[config.mk]
export PLATFORM = sky130hd
export DESIGN_NAME = ccd_device_flat
export DESIGN_NICKNAME = d
export VERILOG_FILES = /design/src/pkg/ccd_pkg.sv /design/src/pkg/ccd_link_if.sv /design/src/ccd_device.sv /design/src/flat_wrapper.sv
export VERILOG_INCLUDE_DIRS = /design/src /design/src/pkg
export SDC_FILE = /design/constraint.sdc
export NUM_CORES = 1
export LEC_CHECK = 0
export BUFFER_PORTS_ARGS = -buffer_cell sky130_fd_sc_hd__buf_2
export CAP_MARGIN = 10
export CORE_MARGIN = 1.5
export CORE_UTILIZATION = 30
export CTS_CLUSTER_SIZE = 24
export DETAILED_ROUTE_END_ITERATION = 10
export GPL_ROUTABILITY_DRIVEN = 0
export PLACE_DENSITY = 0.48
export SLEW_MARGIN = 20
export SYNTH_ARGS = -nofsm -noshare
export SYNTH_HDL_FRONTEND = slang
export SYNTH_SLANG_ARGS = --single-unit
[constraint.sdc]
create_clock -name clk_i -period 2.5 [get_ports clk_i]
set_input_delay 0.125 -clock clk_i [delete_from_list [all_inputs] [get_ports clk_i]]
set_output_delay 0.125 -clock clk_i [all_outputs]
set_load 0.02 [all_outputs]
[src/pkg/ccd_regs.svh]
// constants for the can command blocks
`ifndef CCD_REGS_SVH
`define CCD_REGS_SVH

// opcodes and lengths in words
`define CCD_OP_RATE       16'h0047
`define CCD_OP_LOCAL      16'h0048
`define CCD_OP_CONNECT    16'h0049
`define CCD_LEN_RATE      5'h02
`define CCD_LEN_LOCAL     5'h06
`define CCD_LEN_CONNECT   5'h12

// rate parameter codes
`define CCD_RATE_1M       4'h0
`define CCD_RATE_MAXCODE  16'h0008
`define CCD_RATE_SWITCH   16'h00ff

// local access modes
`define CCD_MODE_RD_REG   16'h0000
`define CCD_MODE_WR_REG   16'h0001
`define CCD_MODE_WR_CONST 16'h0002

// dictionary objects
`define CCD_IDX_CLIENT1   16'h1280
`define CCD_IDX_SWITCH    16'h200a
`define CCD_SUB_SWITCH    8'h00
`define CCD_SW_LSB        4
`define CCD_COB_RX_BASE   32'h0000_0600
`define CCD_COB_TX_BASE   32'h0000_0580

// host register offsets
`define CCD_OFF_CMD       8'h00
`define CCD_OFF_P0        8'h04
`define CCD_OFF_P1        8'h08
`define CCD_OFF_P2        8'h0c
`define CCD_OFF_STATUS    8'h10
`define CCD_OFF_IRQ_STAT  8'h14
`define CCD_OFF_IRQ_MASK  8'h18
`define CCD_OFF_ERR_CLR   8'h1c

// host field positions and limits
`define CCD_IRQ_DONE      0
`define CCD_IRQ_ERR       1
`define CCD_ID_MAX        16'h007f
`define CCD_CLIENT_MAX    32'h0000_0002

`endif

[src/pkg/ccd_pkg.sv]
// types shared by the can command blocks
package ccd_pkg;

  typedef enum logic [7:0] {
    DEV_COLLECT  = 8'b0000_0001,
    DEV_DECODE   = 8'b0000_0010,
    DEV_REGRD_LO = 8'b0000_0100,
    DEV_REGRD_HI = 8'b0000_1000,
    DEV_DICT     = 8'b0001_0000,
    DEV_REGWR_HI = 8'b0010_0000,
    DEV_ACK      = 8'b0100_0000,
    DEV_HALT     = 8'b1000_0000
  } ccd_dev_state_t;

  typedef enum logic [2:0] {
    HST_IDLE = 3'b001,
    HST_SEND = 3'b010,
    HST_WAIT = 3'b100
  } ccd_hst_state_t;

  typedef enum logic [1:0] {
    KIND_RATE    = 2'h0,
    KIND_CONNECT = 2'h1,
    KIND_LOCAL   = 2'h2
  } ccd_kind_t;

endpackage

[src/pkg/ccd_link_if.sv]
// serial command path from host to device
`timescale 1ns/1ps
`default_nettype none
interface ccd_link_if;
  logic [15:0] cmd_word;
  logic        cmd_valid;
  logic        cmd_ready;
  logic        ack;
  logic        err;
  logic        err_clr;

  modport dev (
    input  cmd_word,
    input  cmd_valid,
    output cmd_ready,
    output ack,
    output err,
    input  err_clr
  );

  modport host (
    output cmd_word,
    output cmd_valid,
    input  cmd_ready,
    input  ack,
    input  err,
    output err_clr
  );
endinterface
`default_nettype wire

[src/ccd_device.sv]
// device end: decodes the can command set
// How it works
// - 1 Mb/s after reset
// - codes 0..8 map to nine rates
// - code 5 accepted, selects 100 kb/s
// - 255 takes rate from switch
// - switch shown in object bits 4-7
// - rate command opcode 71, two words
// - connect binds client to node's server
// - connect writes object 1280h or 1281h
// - connect: 18 words, three local writes
// - issuer gives node 1..127 and client
// - read copies object; write reg/const
// - mode 0 read, 1 reg write, 2 const
// - modes 0,1 register number; 2 constant
// - objects chosen by index and sub-index
// - invalid access: error and halt
// - time-of-day object spans two registers
// - local access opcode 72, six words
// - master configures objects before can use
`include "ccd_regs.svh"
`timescale 1ns/1ps
`default_nettype none
module ccd_device (
  // clock and reset
  input  wire logic        clk_i,
  input  wire logic        rst_b_i,
  // command link
  ccd_link_if.dev          link,
  // can rate and rotary switch
  input  wire logic [3:0]  rot_sw_i,
  output logic      [3:0]  can_rate_o,
  // dictionary store
  output logic             dict_req_o,
  output logic             dict_we_o,
  output logic      [15:0] dict_index_o,
  output logic      [7:0]  dict_sub_o,
  output logic      [31:0] dict_wdata_o,
  output logic      [31:0] dict_wdata_hi_o,
  input  wire logic        dict_ack_i,
  input  wire logic        dict_err_i,
  input  wire logic        dict_tod_i,
  input  wire logic [31:0] dict_rdata_i,
  input  wire logic [31:0] dict_rdata_hi_i,
  // user registers
  output logic             reg_we_o,
  output logic      [15:0] reg_addr_o,
  output logic      [31:0] reg_wdata_o,
  input  wire logic [31:0] reg_rdata_i
);

  ccd_pkg::ccd_dev_state_t state;
  logic [15:0] w [0:5];
  logic [4:0]  cnt;
  logic [4:0]  len;
  logic [1:0]  step;
  logic [3:0]  sw_meta;
  logic [3:0]  sw_sync;
  logic        sw_mode;
  logic [3:0]  rate_code;
  logic        ready;
  logic        ack;
  logic        err;
  logic [31:0] hi_val;
  logic [31:0] next_rdata;
  logic        take;

  assign link.cmd_ready = ready;
  assign link.ack       = ack;
  assign link.err       = err;
  assign take           = link.cmd_valid & ready;

  ////////////////////////////////////////////////////////////////////////
  // switch sync and rate output

  always_ff @(posedge clk_i) begin
    if (!rst_b_i) begin
      sw_meta <= 4'h0;
      sw_sync <= 4'h0;
    end else begin
      sw_meta <= rot_sw_i;
      sw_sync <= sw_meta;
    end
  end

  // live switch: no reprogramming needed
  always_ff @(posedge clk_i) begin
    if (!rst_b_i) begin
      can_rate_o <= `CCD_RATE_1M;
    end else if (sw_mode) begin
      if ({12'h000, sw_sync} <= `CCD_RATE_MAXCODE) begin
        can_rate_o <= sw_sync;
      end else begin
        can_rate_o <= `CCD_RATE_1M;
      end
    end else begin
      can_rate_o <= rate_code;
    end
  end

  // switch merged into its object
  always_comb begin
    next_rdata = dict_rdata_i;
    if (dict_index_o == `CCD_IDX_SWITCH && dict_sub_o == `CCD_SUB_SWITCH) begin
      next_rdata[`CCD_SW_LSB +: 4] = sw_sync;
    end
  end

  ////////////////////////////////////////////////////////////////////////
  // command word collection

  always_ff @(posedge clk_i) begin
    if (!rst_b_i) begin
      cnt <= 5'h00;
      len <= 5'h00;
      for (int i = 0; i < 6; i++) begin
        w[i] <= 16'h0000;
      end
    end else if (take) begin
      cnt <= (cnt == len - 5'h01 && cnt != 5'h00) ? 5'h00 : cnt + 5'h01;
      if (cnt < 5'h06) begin
        w[cnt[2:0]] <= link.cmd_word;
      end
      if (cnt == 5'h00) begin
        case (link.cmd_word)
          `CCD_OP_RATE:    len <= `CCD_LEN_RATE;
          `CCD_OP_LOCAL:   len <= `CCD_LEN_LOCAL;
          `CCD_OP_CONNECT: len <= `CCD_LEN_CONNECT;
          default:         len <= 5'h00;
        endcase
      end
    end else if (state == ccd_pkg::DEV_HALT) begin
      cnt <= 5'h00;
    end
  end

  ////////////////////////////////////////////////////////////////////////
  // execution sequencer

  always_ff @(posedge clk_i) begin
    if (!rst_b_i) begin
      state           <= ccd_pkg::DEV_COLLECT;
      ready           <= 1'b0;
      ack             <= 1'b0;
      err             <= 1'b0;
      step            <= 2'h0;
      sw_mode         <= 1'b0;
      rate_code       <= `CCD_RATE_1M;
      hi_val          <= 32'h0000_0000;
      dict_req_o      <= 1'b0;
      dict_we_o       <= 1'b0;
      dict_index_o    <= 16'h0000;
      dict_sub_o      <= 8'h00;
      dict_wdata_o    <= 32'h0000_0000;
      dict_wdata_hi_o <= 32'h0000_0000;
      reg_we_o        <= 1'b0;
      reg_addr_o      <= 16'h0000;
      reg_wdata_o     <= 32'h0000_0000;
    end else begin
      ack      <= 1'b0;
      reg_we_o <= 1'b0;
      case (state)
        ccd_pkg::DEV_COLLECT: begin
          ready <= 1'b1;
          if (take && cnt == 5'h00 &&
              link.cmd_word != `CCD_OP_RATE &&
              link.cmd_word != `CCD_OP_LOCAL &&
              link.cmd_word != `CCD_OP_CONNECT) begin
            ready <= 1'b0;
            err   <= 1'b1;
            state <= ccd_pkg::DEV_HALT;
          end else if (take && cnt != 5'h00 && cnt == len - 5'h01) begin
            ready <= 1'b0;
            step  <= 2'h0;
            state <= ccd_pkg::DEV_DECODE;
          end
        end
        ccd_pkg::DEV_DECODE: begin
          if (w[0] == `CCD_OP_RATE) begin
            if (w[1] == `CCD_RATE_SWITCH) begin
              sw_mode <= 1'b1;
              state   <= ccd_pkg::DEV_ACK;
            end else if (w[1] <= `CCD_RATE_MAXCODE) begin
              sw_mode   <= 1'b0;
              rate_code <= w[1][3:0];
              state     <= ccd_pkg::DEV_ACK;
            end else begin
              err   <= 1'b1;
              state <= ccd_pkg::DEV_HALT;
            end
          end else if (w[0] == `CCD_OP_CONNECT) begin
            // padding after client
            if (w[2] == 16'h0001 || w[2] == 16'h0002) begin
              dict_req_o   <= 1'b1;
              dict_we_o    <= 1'b1;
              dict_index_o <= `CCD_IDX_CLIENT1 + w[2] - 16'h0001;
              dict_sub_o   <= {6'h00, step + 2'h1};
              case (step)
                2'h0:    dict_wdata_o <= `CCD_COB_RX_BASE + {16'h0000, w[1]};
                2'h1:    dict_wdata_o <= `CCD_COB_TX_BASE + {16'h0000, w[1]};
                default: dict_wdata_o <= {16'h0000, w[1]};
              endcase
              dict_wdata_hi_o <= 32'h0000_0000;
              state           <= ccd_pkg::DEV_DICT;
            end else begin
              err   <= 1'b1;
              state <= ccd_pkg::DEV_HALT;
            end
          end else begin
            dict_index_o <= w[4];
            dict_sub_o   <= w[5][7:0];
            reg_addr_o   <= w[3];
            case (w[1])
              `CCD_MODE_RD_REG: begin
                dict_req_o <= 1'b1;
                dict_we_o  <= 1'b0;
                state      <= ccd_pkg::DEV_DICT;
              end
              `CCD_MODE_WR_REG: begin
                state <= ccd_pkg::DEV_REGRD_LO;
              end
              `CCD_MODE_WR_CONST: begin
                dict_req_o      <= 1'b1;
                dict_we_o       <= 1'b1;
                dict_wdata_o    <= {w[2], w[3]};
                dict_wdata_hi_o <= 32'h0000_0000;
                state           <= ccd_pkg::DEV_DICT;
              end
              default: begin
                err   <= 1'b1;
                state <= ccd_pkg::DEV_HALT;
              end
            endcase
          end
        end
        ccd_pkg::DEV_REGRD_LO: begin
          // both read; upper kept only for tod
          dict_wdata_o <= reg_rdata_i;
          reg_addr_o   <= reg_addr_o + 16'h0001;
          state        <= ccd_pkg::DEV_REGRD_HI;
        end
        ccd_pkg::DEV_REGRD_HI: begin
          dict_wdata_hi_o <= reg_rdata_i;
          dict_req_o      <= 1'b1;
          dict_we_o       <= 1'b1;
          state           <= ccd_pkg::DEV_DICT;
        end
        ccd_pkg::DEV_DICT: begin
          if (dict_ack_i) begin
            dict_req_o <= 1'b0;
            if (dict_err_i) begin
              err   <= 1'b1;
              state <= ccd_pkg::DEV_HALT;
            end else if (w[0] == `CCD_OP_CONNECT) begin
              step  <= step + 2'h1;
              state <= (step == 2'h2) ? ccd_pkg::DEV_ACK
                                      : ccd_pkg::DEV_DECODE;
            end else if (!dict_we_o) begin
              reg_we_o    <= 1'b1;
              reg_wdata_o <= next_rdata;
              hi_val      <= dict_rdata_hi_i;
              state       <= dict_tod_i ? ccd_pkg::DEV_REGWR_HI
                                        : ccd_pkg::DEV_ACK;
            end else begin
              state <= ccd_pkg::DEV_ACK;
            end
          end
        end
        ccd_pkg::DEV_REGWR_HI: begin
          reg_we_o    <= 1'b1;
          reg_addr_o  <= reg_addr_o + 16'h0001;
          reg_wdata_o <= hi_val;
          state       <= ccd_pkg::DEV_ACK;
        end
        ccd_pkg::DEV_ACK: begin
          ack   <= 1'b1;
          ready <= 1'b1;
          state <= ccd_pkg::DEV_COLLECT;
        end
        ccd_pkg::DEV_HALT: begin
          ready <= 1'b0;
          if (link.err_clr) begin
            err   <= 1'b0;
            ready <= 1'b1;
            state <= ccd_pkg::DEV_COLLECT;
          end
        end
        default: begin
          state <= ccd_pkg::DEV_COLLECT;
        end
      endcase
    end
  end

endmodule
`default_nettype wire

[src/flat_wrapper.sv]
// flat-port wrapper written by rule: the top's interface ports become plain ports
module ccd_device_flat 
  (clk_i, rst_b_i, rot_sw_i, can_rate_o, dict_req_o, dict_we_o, dict_index_o, dict_sub_o, dict_wdata_o, dict_wdata_hi_o, dict_ack_i, dict_err_i, dict_tod_i, dict_rdata_i, dict_rdata_hi_i, reg_we_o, reg_addr_o, reg_wdata_o, reg_rdata_i, link_cmd_word, link_cmd_valid, link_cmd_ready, link_ack, link_err, link_err_clr);
  ccd_link_if link_i ();
  input  wire logic clk_i;
  input  wire logic rst_b_i;
  input  wire logic [3:0] rot_sw_i;
  output logic      [3:0] can_rate_o;
  output logic dict_req_o;
  output logic dict_we_o;
  output logic      [15:0] dict_index_o;
  output logic      [7:0] dict_sub_o;
  output logic      [31:0] dict_wdata_o;
  output logic      [31:0] dict_wdata_hi_o;
  input  wire logic dict_ack_i;
  input  wire logic dict_err_i;
  input  wire logic dict_tod_i;
  input  wire logic [31:0] dict_rdata_i;
  input  wire logic [31:0] dict_rdata_hi_i;
  output logic reg_we_o;
  output logic      [15:0] reg_addr_o;
  output logic      [31:0] reg_wdata_o;
  input  wire logic [31:0] reg_rdata_i;
  input wire logic [$bits(link_i.cmd_word)-1:0] link_cmd_word;
  input wire logic [$bits(link_i.cmd_valid)-1:0] link_cmd_valid;
  output wire logic [$bits(link_i.cmd_ready)-1:0] link_cmd_ready;
  output wire logic [$bits(link_i.ack)-1:0] link_ack;
  output wire logic [$bits(link_i.err)-1:0] link_err;
  input wire logic [$bits(link_i.err_clr)-1:0] link_err_clr;
  assign link_i.cmd_word = link_cmd_word;
  assign link_i.cmd_valid = link_cmd_valid;
  assign link_cmd_ready = link_i.cmd_ready;
  assign link_ack = link_i.ack;
  assign link_err = link_i.err;
  assign link_i.err_clr = link_err_clr;
  ccd_device u_core (.clk_i(clk_i), .rst_b_i(rst_b_i), .link(link_i), .rot_sw_i(rot_sw_i), .can_rate_o(can_rate_o), .dict_req_o(dict_req_o), .dict_we_o(dict_we_o), .dict_index_o(dict_index_o), .dict_sub_o(dict_sub_o), .dict_wdata_o(dict_wdata_o), .dict_wdata_hi_o(dict_wdata_hi_o), .dict_ack_i(dict_ack_i), .dict_err_i(dict_err_i), .dict_tod_i(dict_tod_i), .dict_rdata_i(dict_rdata_i), .dict_rdata_hi_i(dict_rdata_hi_i), .reg_we_o(reg_we_o), .reg_addr_o(reg_addr_o), .reg_wdata_o(reg_wdata_o), .reg_rdata_i(reg_rdata_i));
endmodule
After elaboration in Yosys (flattened, before gate mapping)
Memories as Yosys holds them, arrays and structs flattened. Index checks and enable logic that the tools add are counted.

Register bits: 211. Bits in latches: 0. Memory bits (writable): 96. ROM bits: 0. Input port bits: 123. Output and inout port bits: 146. Logic and storage cells: 222. Memories: 1.

Memory list: u_core.w (words 6, width 16, rd ports 6, clocked after Yosys merged registers in 0, wr ports 6, RTL line ccd_device.sv:53) `logic [15:0] w [0:5];`.

Add/subtract/negate cells: 8. Multiply operators: 0. Div/mod/pow operators: 0. Order comparisons: 3. Equality and inequality tests: 47. Shift-type cells: 0. Muxes and demuxes: 93. Bitwise operators: 6. Reduce and logical (&&, ||, !) cells: 42.

Operators with widths (count): two-way mux 32 bit (12); case mux 32 bit (2 select lines) (4); two-way mux 8 bit (14); equality test 16 x 7 -> 1 bit (second input constant) (5); two-way mux 16 bit (5); case mux 8 bit (7 select lines) (1); != test 16 x 7 -> 1 bit (second input constant) (3); adder 11 x 16 -> 17 bit (first input constant) (2); two-way mux 1 bit (33); equality test 16 x 1 -> 1 bit (second input constant) (2); equality test 16 x 2 -> 1 bit (second input constant) (2); case mux 16 bit (2 select lines) (1); != test 2 bit (second input constant) (9); adder 13 x 16 -> 16 bit (first input constant) (1); adder 16 x 1 -> 16 bit (second input constant) (1); equality test 16 x 14 -> 1 bit (second input constant) (1); equality test 16 x 8 -> 1 bit (second input constant) (1); less-or-equal comparator 16 x 4 -> 1 bit (second input constant) (1); logical NOT 16 bit (1); case mux 8 bit (2 select lines) (1); AND reduction 4 bit (4); OR reduction 16 bit (1); subtractor 16 x 1 -> 16 bit (second input constant) (1); two-way mux 5 bit (3); 50 further kinds (90).

Logic depth before layout (Yosys ltp)
Gate-level depths: netlist of the first run.

Depth after elaboration: 8. Gate-level depth with buffers: 10. Mapped depth without buffers: 8.

Worst setup path before layout of the first run
Ideal clock, no wire load.

Path type: flip-flop to flip-flop. Start point: register u_core.ready (netlist: u_core.link.cmd_ready). End point: memory u_core.w[1][0] (enable). Setup time: 372 ps. Arrival: 2364 ps. Data required time: 2128 ps. Slack: -236 ps. Cell stages (with the launch flop): 10. Path buffers: 3. Period minus slack after synthesis: 2736 ps. Path through: dfxtp_1 > nand2_1 > a2111oi_2 > and2_1 > buf_2 > nor2b_1 > clkbuf_1 > nand3_1 > clkbuf_1 > nand2_1.

RTL lines: from (decl) (RTL line ccd_device.sv:61) `logic ready;`; from (signal assigned) (RTL line ccd_device.sv:143) `ready <= 1'b0;`; from (signal assigned) (RTL line ccd_device.sv:164) `ready <= 1'b1;`; from (signal assigned) (RTL line ccd_device.sv:169) `ready <= 1'b0;`; to (decl) (RTL line ccd_device.sv:53).

Worst setup path after layout of the first run
Start point: register u_core.state[7]. End point: register u_core.dict_index_o[3].

Word-level cells in the longest chain between the ends: 2.

Ends and longest elaborated chain: from (decl) (RTL line ccd_device.sv:52) `ccd_pkg::ccd_dev_state_t state;`; from (signal assigned) (RTL line ccd_device.sv:142) `state <= ccd_pkg::DEV_COLLECT;`; from (signal assigned) (RTL line ccd_device.sv:171) `state <= ccd_pkg::DEV_HALT;`; from (signal assigned) (RTL line ccd_device.sv:175) `state <= ccd_pkg::DEV_DECODE;`; equality test 8 x 2 -> 1 bit (RTL line ccd_device.sv:162) `case (state)`; AND reduction 3 bit (no line); to (signal assigned) (RTL line ccd_device.sv:196) `` dict_index_o <= `CCD_IDX_CLIENT1 + w[2] - 16'h0001; ``; to (signal assigned) (RTL line ccd_device.sv:210) `dict_index_o <= w[4];`; to (decl) (RTL line ccd_device.sv:36) `output logic [15:0] dict_index_o,`.

Every way passes these cells. A chain may end at the register's enable or synchronous reset.

==> results of run 1 <==
[kinds of logic after synthesis]
kind of cell | synth area share (%)
and+or+nand+nor | 22.0
AOI/OAI and AO/OA | 17.8
xor gates and xnor gates | 0.668
adders and majority gates | 1.24
muxes | 1.95
DFF | 52.1
buffers and inverters | 4.28
[power by group]
group | leakage (nW) | total [mW] | switching, mW | internal, mW
Clock | 0.562 | 5.17 | 2.18 | 2.99
Sequential | 2.60 | 5.27 | 0.150 | 5.12
Combinational | 3.95 | 1.50 | 0.865 | 0.636
[placed cells by master (no fill, tap or decap), types with 6 or more instances in the layout]
cell type and n:
buf_2 267, nand2_1 240, dfxtp_1 209, nor2_1 138, dlygate4sd3_1 114, a21oi_1 99, edfxtp_1 88, buf_4 69
o21ai_0 58, nand3_1 41, nor3_1 39, a31oi_1 39, clkbuf_16 36, inv_1 35, a22o_1 32, and3_1 28
mux2i_1 21, a211oi_1 18, nor4_1 15, and2_1 14, o211ai_1 13, ha_1 13, buf_12 12, o21ai_1 10
a31o_1 10, nor4_2 7, or3_1 7, a211oi_2 7, clkbuf_1 7, clkbuf_8 7, clkinv_2 6, or4_1 6
nand3b_1 6, o21a_1 6, nor4b_1 6, a22oi_1 6, o221ai_1 6
[worst max-delay path: stages (launching register included)]
cell,delay [ns]
dfxtp_1,0.37
nor4_2,0.32
and4b_1,0.32
o21a_1,0.18
buf_4,0.27
o21ai_1,0.16
buf_12,0.19
a311o_1,0.32
a21oi_1,0.13
[routing by layer]
layer / track usage, % / share of wire, %
met1: 25.9 / 45
met4: 5.59 / 2.0
met3: 3.07 / 4.7
met5: 0 / 0
met2: 33.4 / 49
[Yosys cell counts (21+ instances only)]
master / n
buf_2: 28
a22o_1: 32
nor2_1: 140
dfxtp_1: 209
inv_1: 35
clkbuf_1: 58
nand2_1: 244
edfxtp_1: 88
nand3_1: 41
mux2i_1: 21
and3_1: 28
o21ai_0: 58
nor3_1: 40
a21oi_1: 99
a31oi_1: 39
[final timing paths]
check                    startpoint  slack [ns]  cells after the start                      to
setup / recovery    u_core.state[7]        0.14                      8  u_core.dict_index_o[3]
hold / removal       link_cmd_valid        0.07                      5           u_core.cnt[0]
setup reg to reg    u_core.state[7]        0.14                      8  u_core.dict_index_o[3]
hold reg to reg   u_core.sw_meta[0]        0.42                      1       u_core.sw_sync[0]
[state kept, by name, summed over array words and instances, names as in the netlist, 2 cells and up]
name                    flops
u_core.can_rate_o           4
u_core.cnt                  5
u_core.dict_index_o        16
u_core.dict_sub_o           8
u_core.dict_wdata_hi_o     32
u_core.dict_wdata_o        32
u_core.hi_val              32
u_core.len                  3
u_core.rate_code            4
u_core.reg_addr_o          16
u_core.reg_wdata_o         32
u_core.state                8
u_core.step                 2
u_core.sw_meta              4
u_core.sw_sync              4
u_core.w                   88
[timing repair]
action                                 4_1_cts  5_1_grt
gates resized for setup                      0       10
endpoints found under the hold margin      141        0
setup endpoints to repair                    0       48
hold buffers                               114        0
setup buffers                                0        1
[area by class of cell]
cell class	count	area [um2]	area share, %
multi-input cells	998	5810	32.4
inverters	36	136	0.761
flip-flops and latches	297	6830	38.1
clock inverters	15	130	0.726
clock buffers	50	1020	5.71
repair buffers	464	3260	18.2
well taps	585	732	4.09
==> impl_metrics.ini, run 1 <==
[run_status]
outcome = finished, final reports clean

[floorplan]
core_um2 = 43100
die_height_um = 212
rows = 76
dieArea_um2 = 44900
ios = 269
fp.dieW_um = 212
initial_core_util_pct = 30.4

[finish]
fin_util_pct = 41.6
drive_above_1_share_pct = 24.5
synthToLayoutAreaGrowth_pct = 36.7
design_area_um2 = 17900
fillers = 4292
antenna_cells = 0
finalNonFillerCells = 2445
layout.nets = 1969

[cts]
clk-insertion-delay-late_ns = 0.55
clock-root-buffer = clkbuf_16
cts_tree = yes
cts.clk_slew.worst_paths_ns = 0.06
tritoncts.num_buffers = 36
cts.sinks = 297
clockBufferDepth = 3
htree_levels = 2

[power]
power_leakage_nw = 7.11
vdd_drop_max_v = 0.000349
totalPowerFinal_mw = 11.9
power.density_nw_per_um2 = 666

[grt]
grt_usage_pct = 19.7
grt_pass1_wl_um = 68400
antenna_found_initial = 0
first_global_vias = 12100
overflow = 0
grt_start_max_net_pins = 83

[drt]
drt_iter0_drc = 839
vias = 12300
drtPass1Iterations = 5
vias_per_cell = 5.02
routed_wl_um = 45300
wl_per_cell_um = 18.5
ant_nets = 0
drc = 0

[synthesis]
ys_seq_area_share_pct = 52.1
syn-mean-instance-area_um2 = 9.19
synthArstFlopShare_pct = 0
yosysTopAreaCell = dfxtp_1
synthCells = 1426
syn_nets = 1562
yosysUniqueCellTypes = 85
synth_edf_count = 88
synth_top_area_share_pct = 31.9
mappedNetlistArea_um2 = 13100
ys_ff_latch = 297
synth_area_leaders = dfxtp_1, edfxtp_1, nand2_1, nor2_1, a21oi_1
ys_warn_count = 0
synth_ff_type = dfxtp_1

[timing]
max-slew-margin-rel_pct = 57.2
slew_viol_final = 0
final.setup.tns_ns = 0
worst_hold_slack_ns = 0.0662
timing_hold_violations_final = 0
tightest_slew_ns = 0.642
min_period_ns = 2.36
postLayoutSetupSlackWorst_ns = 0.138
setup_viol = 0
skew_ns = 0.0270
rsz0062_at_grt = no
fmax_mhz = 423
min_period_over_period_pct = 94.5

[worst_setup_path]
critPathRequiredTime_ns = 2.97
arrival_ns = 2.84
critPathCaptureType = flip-flop
startpoint_type = flip-flop
crit_path_max_fanout = 23
path_class = reg -> reg

[placement]
placed_cells = 2265
dp_hpwl_um = 31000
place_area_um2 = 15500
port_buffers = 268
place_ws_ns = 0.0414

[job]
drv_cap = 0

[hold_path]
hp-class = in -> reg
No activity file was read; power rests on OpenSTA's default activity.
==> run 2, diff against run 1 <==
Settings changed: CELL_PAD_IN_SITES_DETAIL_PLACEMENT set to 1, CELL_PAD_IN_SITES_GLOBAL_PLACEMENT set to 1, CORE_MARGIN 1.5 to 2, PLACE_DENSITY 0.48 to 0.6.
==> run 2 against run 1 <==
  * Clock skew is 0.0074 ns higher
  * Clock-buffer cell count is 3 higher
  * Worst hold slack worse by 0.034 ns
  * Critical endpoint is now u_core.state[7]
  * Largest power group unchanged
  * First-iteration DRC count is 12% lower
  * Power hardly changed
  * Via count is 1.8% higher
  * Critical path depth is 1 lower
  * Highest routed layer unchanged
  * Final cell count hardly changed
==> impl_metrics.ini, run 2 (synthesis results as in run 1) <==
[grt]
grt_start_max_net_pins = 81
antenna_found_initial = 0
grt_pass1_wl_um = 73700
first_global_vias = 13000
overflow = 0
grt_usage_pct = 21.0

[timing]
min_period_ns = 2.40
rsz0062_at_grt = no
tightest_slew_ns = 0.610
min_period_over_period_pct = 96.1
fmax_mhz = 416
final.setup.tns_ns = 0
slew_viol_final = 0
max-slew-margin-rel_pct = 59.3
skew_ns = 0.0344
timing_hold_violations_final = 0
postLayoutSetupSlackWorst_ns = 0.0980
setup_viol = 0

[drt]
drtPass1Iterations = 5
vias = 12500
wl_met1_um = 20800
wl_met2_um = 24000
ant_nets = 0
wl_met3_um = 2130
top_layer_used = met4
routed_wl_um = 48200
drt_iter0_drc = 738
wl_per_cell_um = 19.7
vias_per_cell = 5.11
drc = 0

[worst_setup_path]
crit_family = simple AND/OR/NAND/NOR gates
cp_num_buf_inv = 1
critPathSlowestCell = or4_1
max_stage_delay_ns = 0.54
crit_path_max_fanout = 5
startpoint_type = flip-flop
arrival_ns = 2.82
path_cells = buf_4 -> nand4_1 -> or4_1 -> a2111oi_2 -> o21ai_0 -> and4b_1 -> a31o_1
critPathCaptureType = flip-flop
path_class = reg -> reg
critPathRequiredTime_ns = 2.92

[power]
power.share.switching_pct = 26.1
seq_power_share_pct = 44.1
clkPwrFrac_pct = 42.7
internal_power_mw = 8.82
power_leakage_nw = 7.12
power.switching_mw = 3.11
pwr-share-comb_pct = 13.2
totalPowerFinal_mw = 11.9
power.density_nw_per_um2 = 666
vdd_drop_max_v = 0.000366

[finish]
antenna_cells = 0
top_register = u_core.w
fin_util_pct = 41.6
mostFrequentLayoutCells = buf_2, nand2_1, dfxtp_1
finalNonFillerCells = 2446
layout.nets = 1972
fillers = 5036
synthToLayoutAreaGrowth_pct = 36.7
largest_reg_flops = 88
final_common_cell = buf_2
drive_above_1_share_pct = 24.6

[placement]
place_ws_ns = 0.0278
dp_hpwl_um = 33500
placed_cells = 2269
port_buffers = 268

[run_status]
outcome = finished, final reports clean

[cts]
htree_levels = 2
clk-insertion-delay-late_ns = 0.55
tritoncts.num_buffers = 35
clockBufferDepth = 3
cts.sinks = 297
cts.clk_slew.worst_paths_ns = 0.06
clock-root-buffer = clkbuf_16
cts_tree = yes

[floorplan]
die_height_um = 213
dieArea_um2 = 45400
core_um2 = 43100
initial_core_util_pct = 30.4
rows = 76
ios = 269
fp.dieW_um = 213

[job]
drv_cap = 0

[hold_path]
hp-class = in -> reg
==> run 2: cell types whose count changed in the layout (fill, tap and decap cells not counted), moves of 2 or more <==
cell and delta:
buf_4 +7, clkbuf_1 +3, clkbuf_8 -2, clkinv_2 -5
clkinvlp_4 -2, dlygate4sd3_1 -3, nor4_2 +2
==> run 2: power by group through the flow <==
| stage | combinational (mW) | sequential, mW | clock (mW) |
|---|---|---|---|
| 5_1_grt | 1.72 | 5.28 | 5.43 |
| 2_1_floorplan | 0.739 | 5.37 | 0 |
| 3_3_place_gp | 1.41 | 5.36 | 0 |
| 3_5_place_dp | 1.43 | 5.36 | 0 |
| 6_report | 1.57 | 5.26 | 5.09 |
| 4_1_cts | 1.57 | 5.26 | 5.25 |
==> run 2: tightest hold or removal path: cells and delay by family <==
| family | cells | cell delay [ns] |
|---|---|---|
| buffers and inverters | 1 | 0.09 |
| AO/OA/AOI/OAI | 1 | 0.11 |
| multiplexers | 2 | 0.20 |
==> run 2: metal layers <==
| metal | global-route usage, % | vias up |
|---|---|---|
| met5 | 0 | - |
| met4 | 6.20 | 0 |
| met3 | 3.49 | 77 |
| met2 | 37.0 | 278 |
| met1 | 26.3 | 6189 |
| li1 | - | 5957 |
==> run 2: repair_timing <==
action,CTS,global route
setup endpoints to repair,0,63
setup buffers,0,4
gates resized for setup,0,10
endpoints found under the hold margin,138,0
hold buffers,111,0
==> run 2: final cells by class <==
class / instances / area, um2 / share of cell area (%)
repair buffers: 468 / 3280 / 18.3
well taps: 585 / 732 / 4.09
multi-input cells: 998 / 5810 / 32.4
clock inverters: 9 / 106 / 0.594
inverters: 36 / 138 / 0.768
flip-flops and latches: 297 / 6830 / 38.1
clock buffers: 53 / 1020 / 5.69
==> run 2: through the flow <==
stage	hold WS, ns	area [um2]
global placement	0.337	15600
finish	0.0322	17900
CTS	0.00392	17800
detailed placement	0.339	15600
global route	0.0328	17900
floorplan	0.251	13100
==> run 2: final timing paths <==
| kind | startpoint | to | slack [ns] | cells after the start |
|---|---|---|---|---|
| setup / recovery | u_core.w[1][7] | u_core.state[7] | 0.1 | 7 |
| hold / removal | dict_rdata_i[6] | u_core.reg_wdata_o[6] | 0.03 | 4 |
| setup reg to reg | u_core.w[1][7] | u_core.state[7] | 0.1 | 7 |
| hold reg to reg | u_core.hi_val[18] | u_core.hi_val[18] | 0.45 | 2 |
==> run 3, diff against run 2 <==
Settings changed: CORE_UTILIZATION 30 to 37, PLACE_DENSITY 0.6 to 0.72.
==> run 3 against run 2 <==
  * Clock power barely moved
  * Design area fell by 1.4%
  * Critical path depth did not move
  * Non-clock buffer count fell by 12
  * Sequential power barely moved
  * Combinational power fell by 4%
  * Final cell count fell by 5.6%
  * Die area fell by 19%
  * Global-route usage rose by 4.1 points
  * Sequential share of layout area rose by 0.55 points
  * Critical endpoint is now u_core.dict_wdata_o[23]
  * Worst hold slack got worse by 0.0045 ns
  * Wire length fell by 1.5%
==> impl_metrics.ini, run 3 (synthesis results as in run 1) <==
[run_status]
outcome = finished, final reports clean

[finish]
mostFrequentLayoutCells = buf_2, nand2_1, dfxtp_1
finalNonFillerCells = 2310
layout.nets = 1961
largest_reg_flops = 88
final_common_cell = buf_2
drive_above_1_share_pct = 24.3
top_register = u_core.w
synthToLayoutAreaGrowth_pct = 34.8

[timing]
tightest_slew_ns = 0.617
skew_ns = 0.0148
worst_hold_slack_ns = 0.0278
postLayoutSetupSlackWorst_ns = 0.0677
rsz0062_at_grt = no
max-slew-margin-rel_pct = 58.5
fmax_mhz = 411
final.setup.tns_ns = 0
setup_viol = 0
min_period_over_period_pct = 97.3
min_period_ns = 2.43
slew_viol_final = 0
timing_hold_violations_final = 0

[drt]
drtPass1Iterations = 5
vias = 12600
routed_wl_um = 47500
vias_per_cell = 5.47
drt_iter0_drc = 677
wl_per_cell_um = 20.6
drc = 0
ant_nets = 0

[grt]
use_met1_pct = 31.1
overflow = 0
first_global_vias = 13000
grt_pass1_wl_um = 72200
use_met2_pct = 44.4
antenna_found_initial = 5
grt_usage_pct = 25.1
grtUsageMet3_pct = 2.91
grt-busiest-layer = met2
grt_start_max_net_pins = 75

[cts]
htree_levels = 2
clk-insertion-delay-late_ns = 0.52
tritoncts.num_buffers = 36
cts.sinks = 297
clockBufferDepth = 3
cts_tree = yes
clock-root-buffer = clkbuf_16
cts.clk_slew.worst_paths_ns = 0.06

[worst_setup_path]
critical_path.startpoint = u_core.w[2][5]
path_class = reg -> reg
critPathCaptureType = flip-flop
arrival_ns = 2.85
path_cells = nor4_1 -> o2111ai_1 -> nor4_2 -> o21a_1 -> buf_6 -> nor3_1 -> a211oi_1
max_stage_delay_ns = 0.51
crit_path_max_fanout = 19
critPathRequiredTime_ns = 2.92
critPathSlowestCell = nor4_1
startpoint_type = flip-flop
timing.rr.start = u_core.w[2][5]

[power]
totalPowerFinal_mw = 11.9
vdd_drop_max_v = 0.000391
power_leakage_nw = 7.06
power.density_nw_per_um2 = 672

[hold_path]
hp-class = in -> reg
hp-start = dict_rdata_i[5]

[floorplan]
rows = 68
initial_core_util_pct = 37.7
dieArea_um2 = 36900
core_um2 = 34700
ios = 269
die_height_um = 192
fp.dieW_um = 192

[job]
drv_cap = 0

[placement]
dp_hpwl_um = 32100
placed_cells = 2130
place_ws_ns = -0.0247
port_buffers = 268
run 3: cell types whose count changed in the layout (fill, tap and decap cells not counted), sizes merged, moves of 2 or more:
cell | previous run | this run
buf | 357 | 347
clkbuf | 53 | 51
clkinv | 3 | 8
diode | 0 | 5
dlygate4sd3 | 111 | 109
run 3: critical path: cells and delay by family, from the launching register on:
kind                   cells  cell delay [ns]
flip-flops                 1             0.41
AO/OA/AOI/OAI              3             0.77
buffers and inverters      1             0.23
AND/OR/NAND/NOR            3             0.91
run 3: metal layers:
metal | vias to the layer above | wire length [um] | share of wire (%)
li1 | 5941 | - | -
met1 | 6224 | 20000 | 42
met2 | 352 | 23800 | 50
met3 | 111 | 2050 | 4.3
met4 | 0 | 1600 | 3.4
met5 | - | 0 | 0
run 3: where the power goes:
group	internal (mW)	leakage, nW	switching (mW)
combinational	0.625	3.89	0.882
clock	3.04	0.568	2.05
sequential	5.12	2.60	0.149
total	8.78	7.06	3.08
run 3: area by class of cell:
cell class	instances	area (um2)
tap	455	569
fill	4072	17100
sequential	297	6830
timing repair buffer	456	3150
clock buffer	51	1050
antenna	5	12.5
clock inverter	12	100
multi-input combinational	998	5810
inverter	36	136
run 3: worst paths after layout:
check                            endpoint  slack (ns)  cells after the start
setup / recovery  u_core.dict_wdata_o[23]        0.07                      7
hold / removal      u_core.reg_wdata_o[5]        0.03                      4
setup reg to reg  u_core.dict_wdata_o[23]        0.07                      7
hold reg to reg         u_core.sw_sync[3]        0.43                      1
run 3: metrics by stage:
stage	utilization, %	cell area, um2
3_5_place_dp	44.1	15300
3_3_place_gp	44.1	15300
6_report	50.9	17700
4_1_cts	50.7	17600
5_1_grt	50.9	17700
2_1_floorplan	-	13100
run 3: repair_timing:
action / in CTS / in global routing
hold endpoints to repair: 131 / 0
pin swaps: 1 / 0
hold buffers: 109 / 0
gates resized for setup: 2 / 10
endpoints found under the setup margin: 19 / 46
setup buffers: 1 / 2
gates cloned: 0 / 0
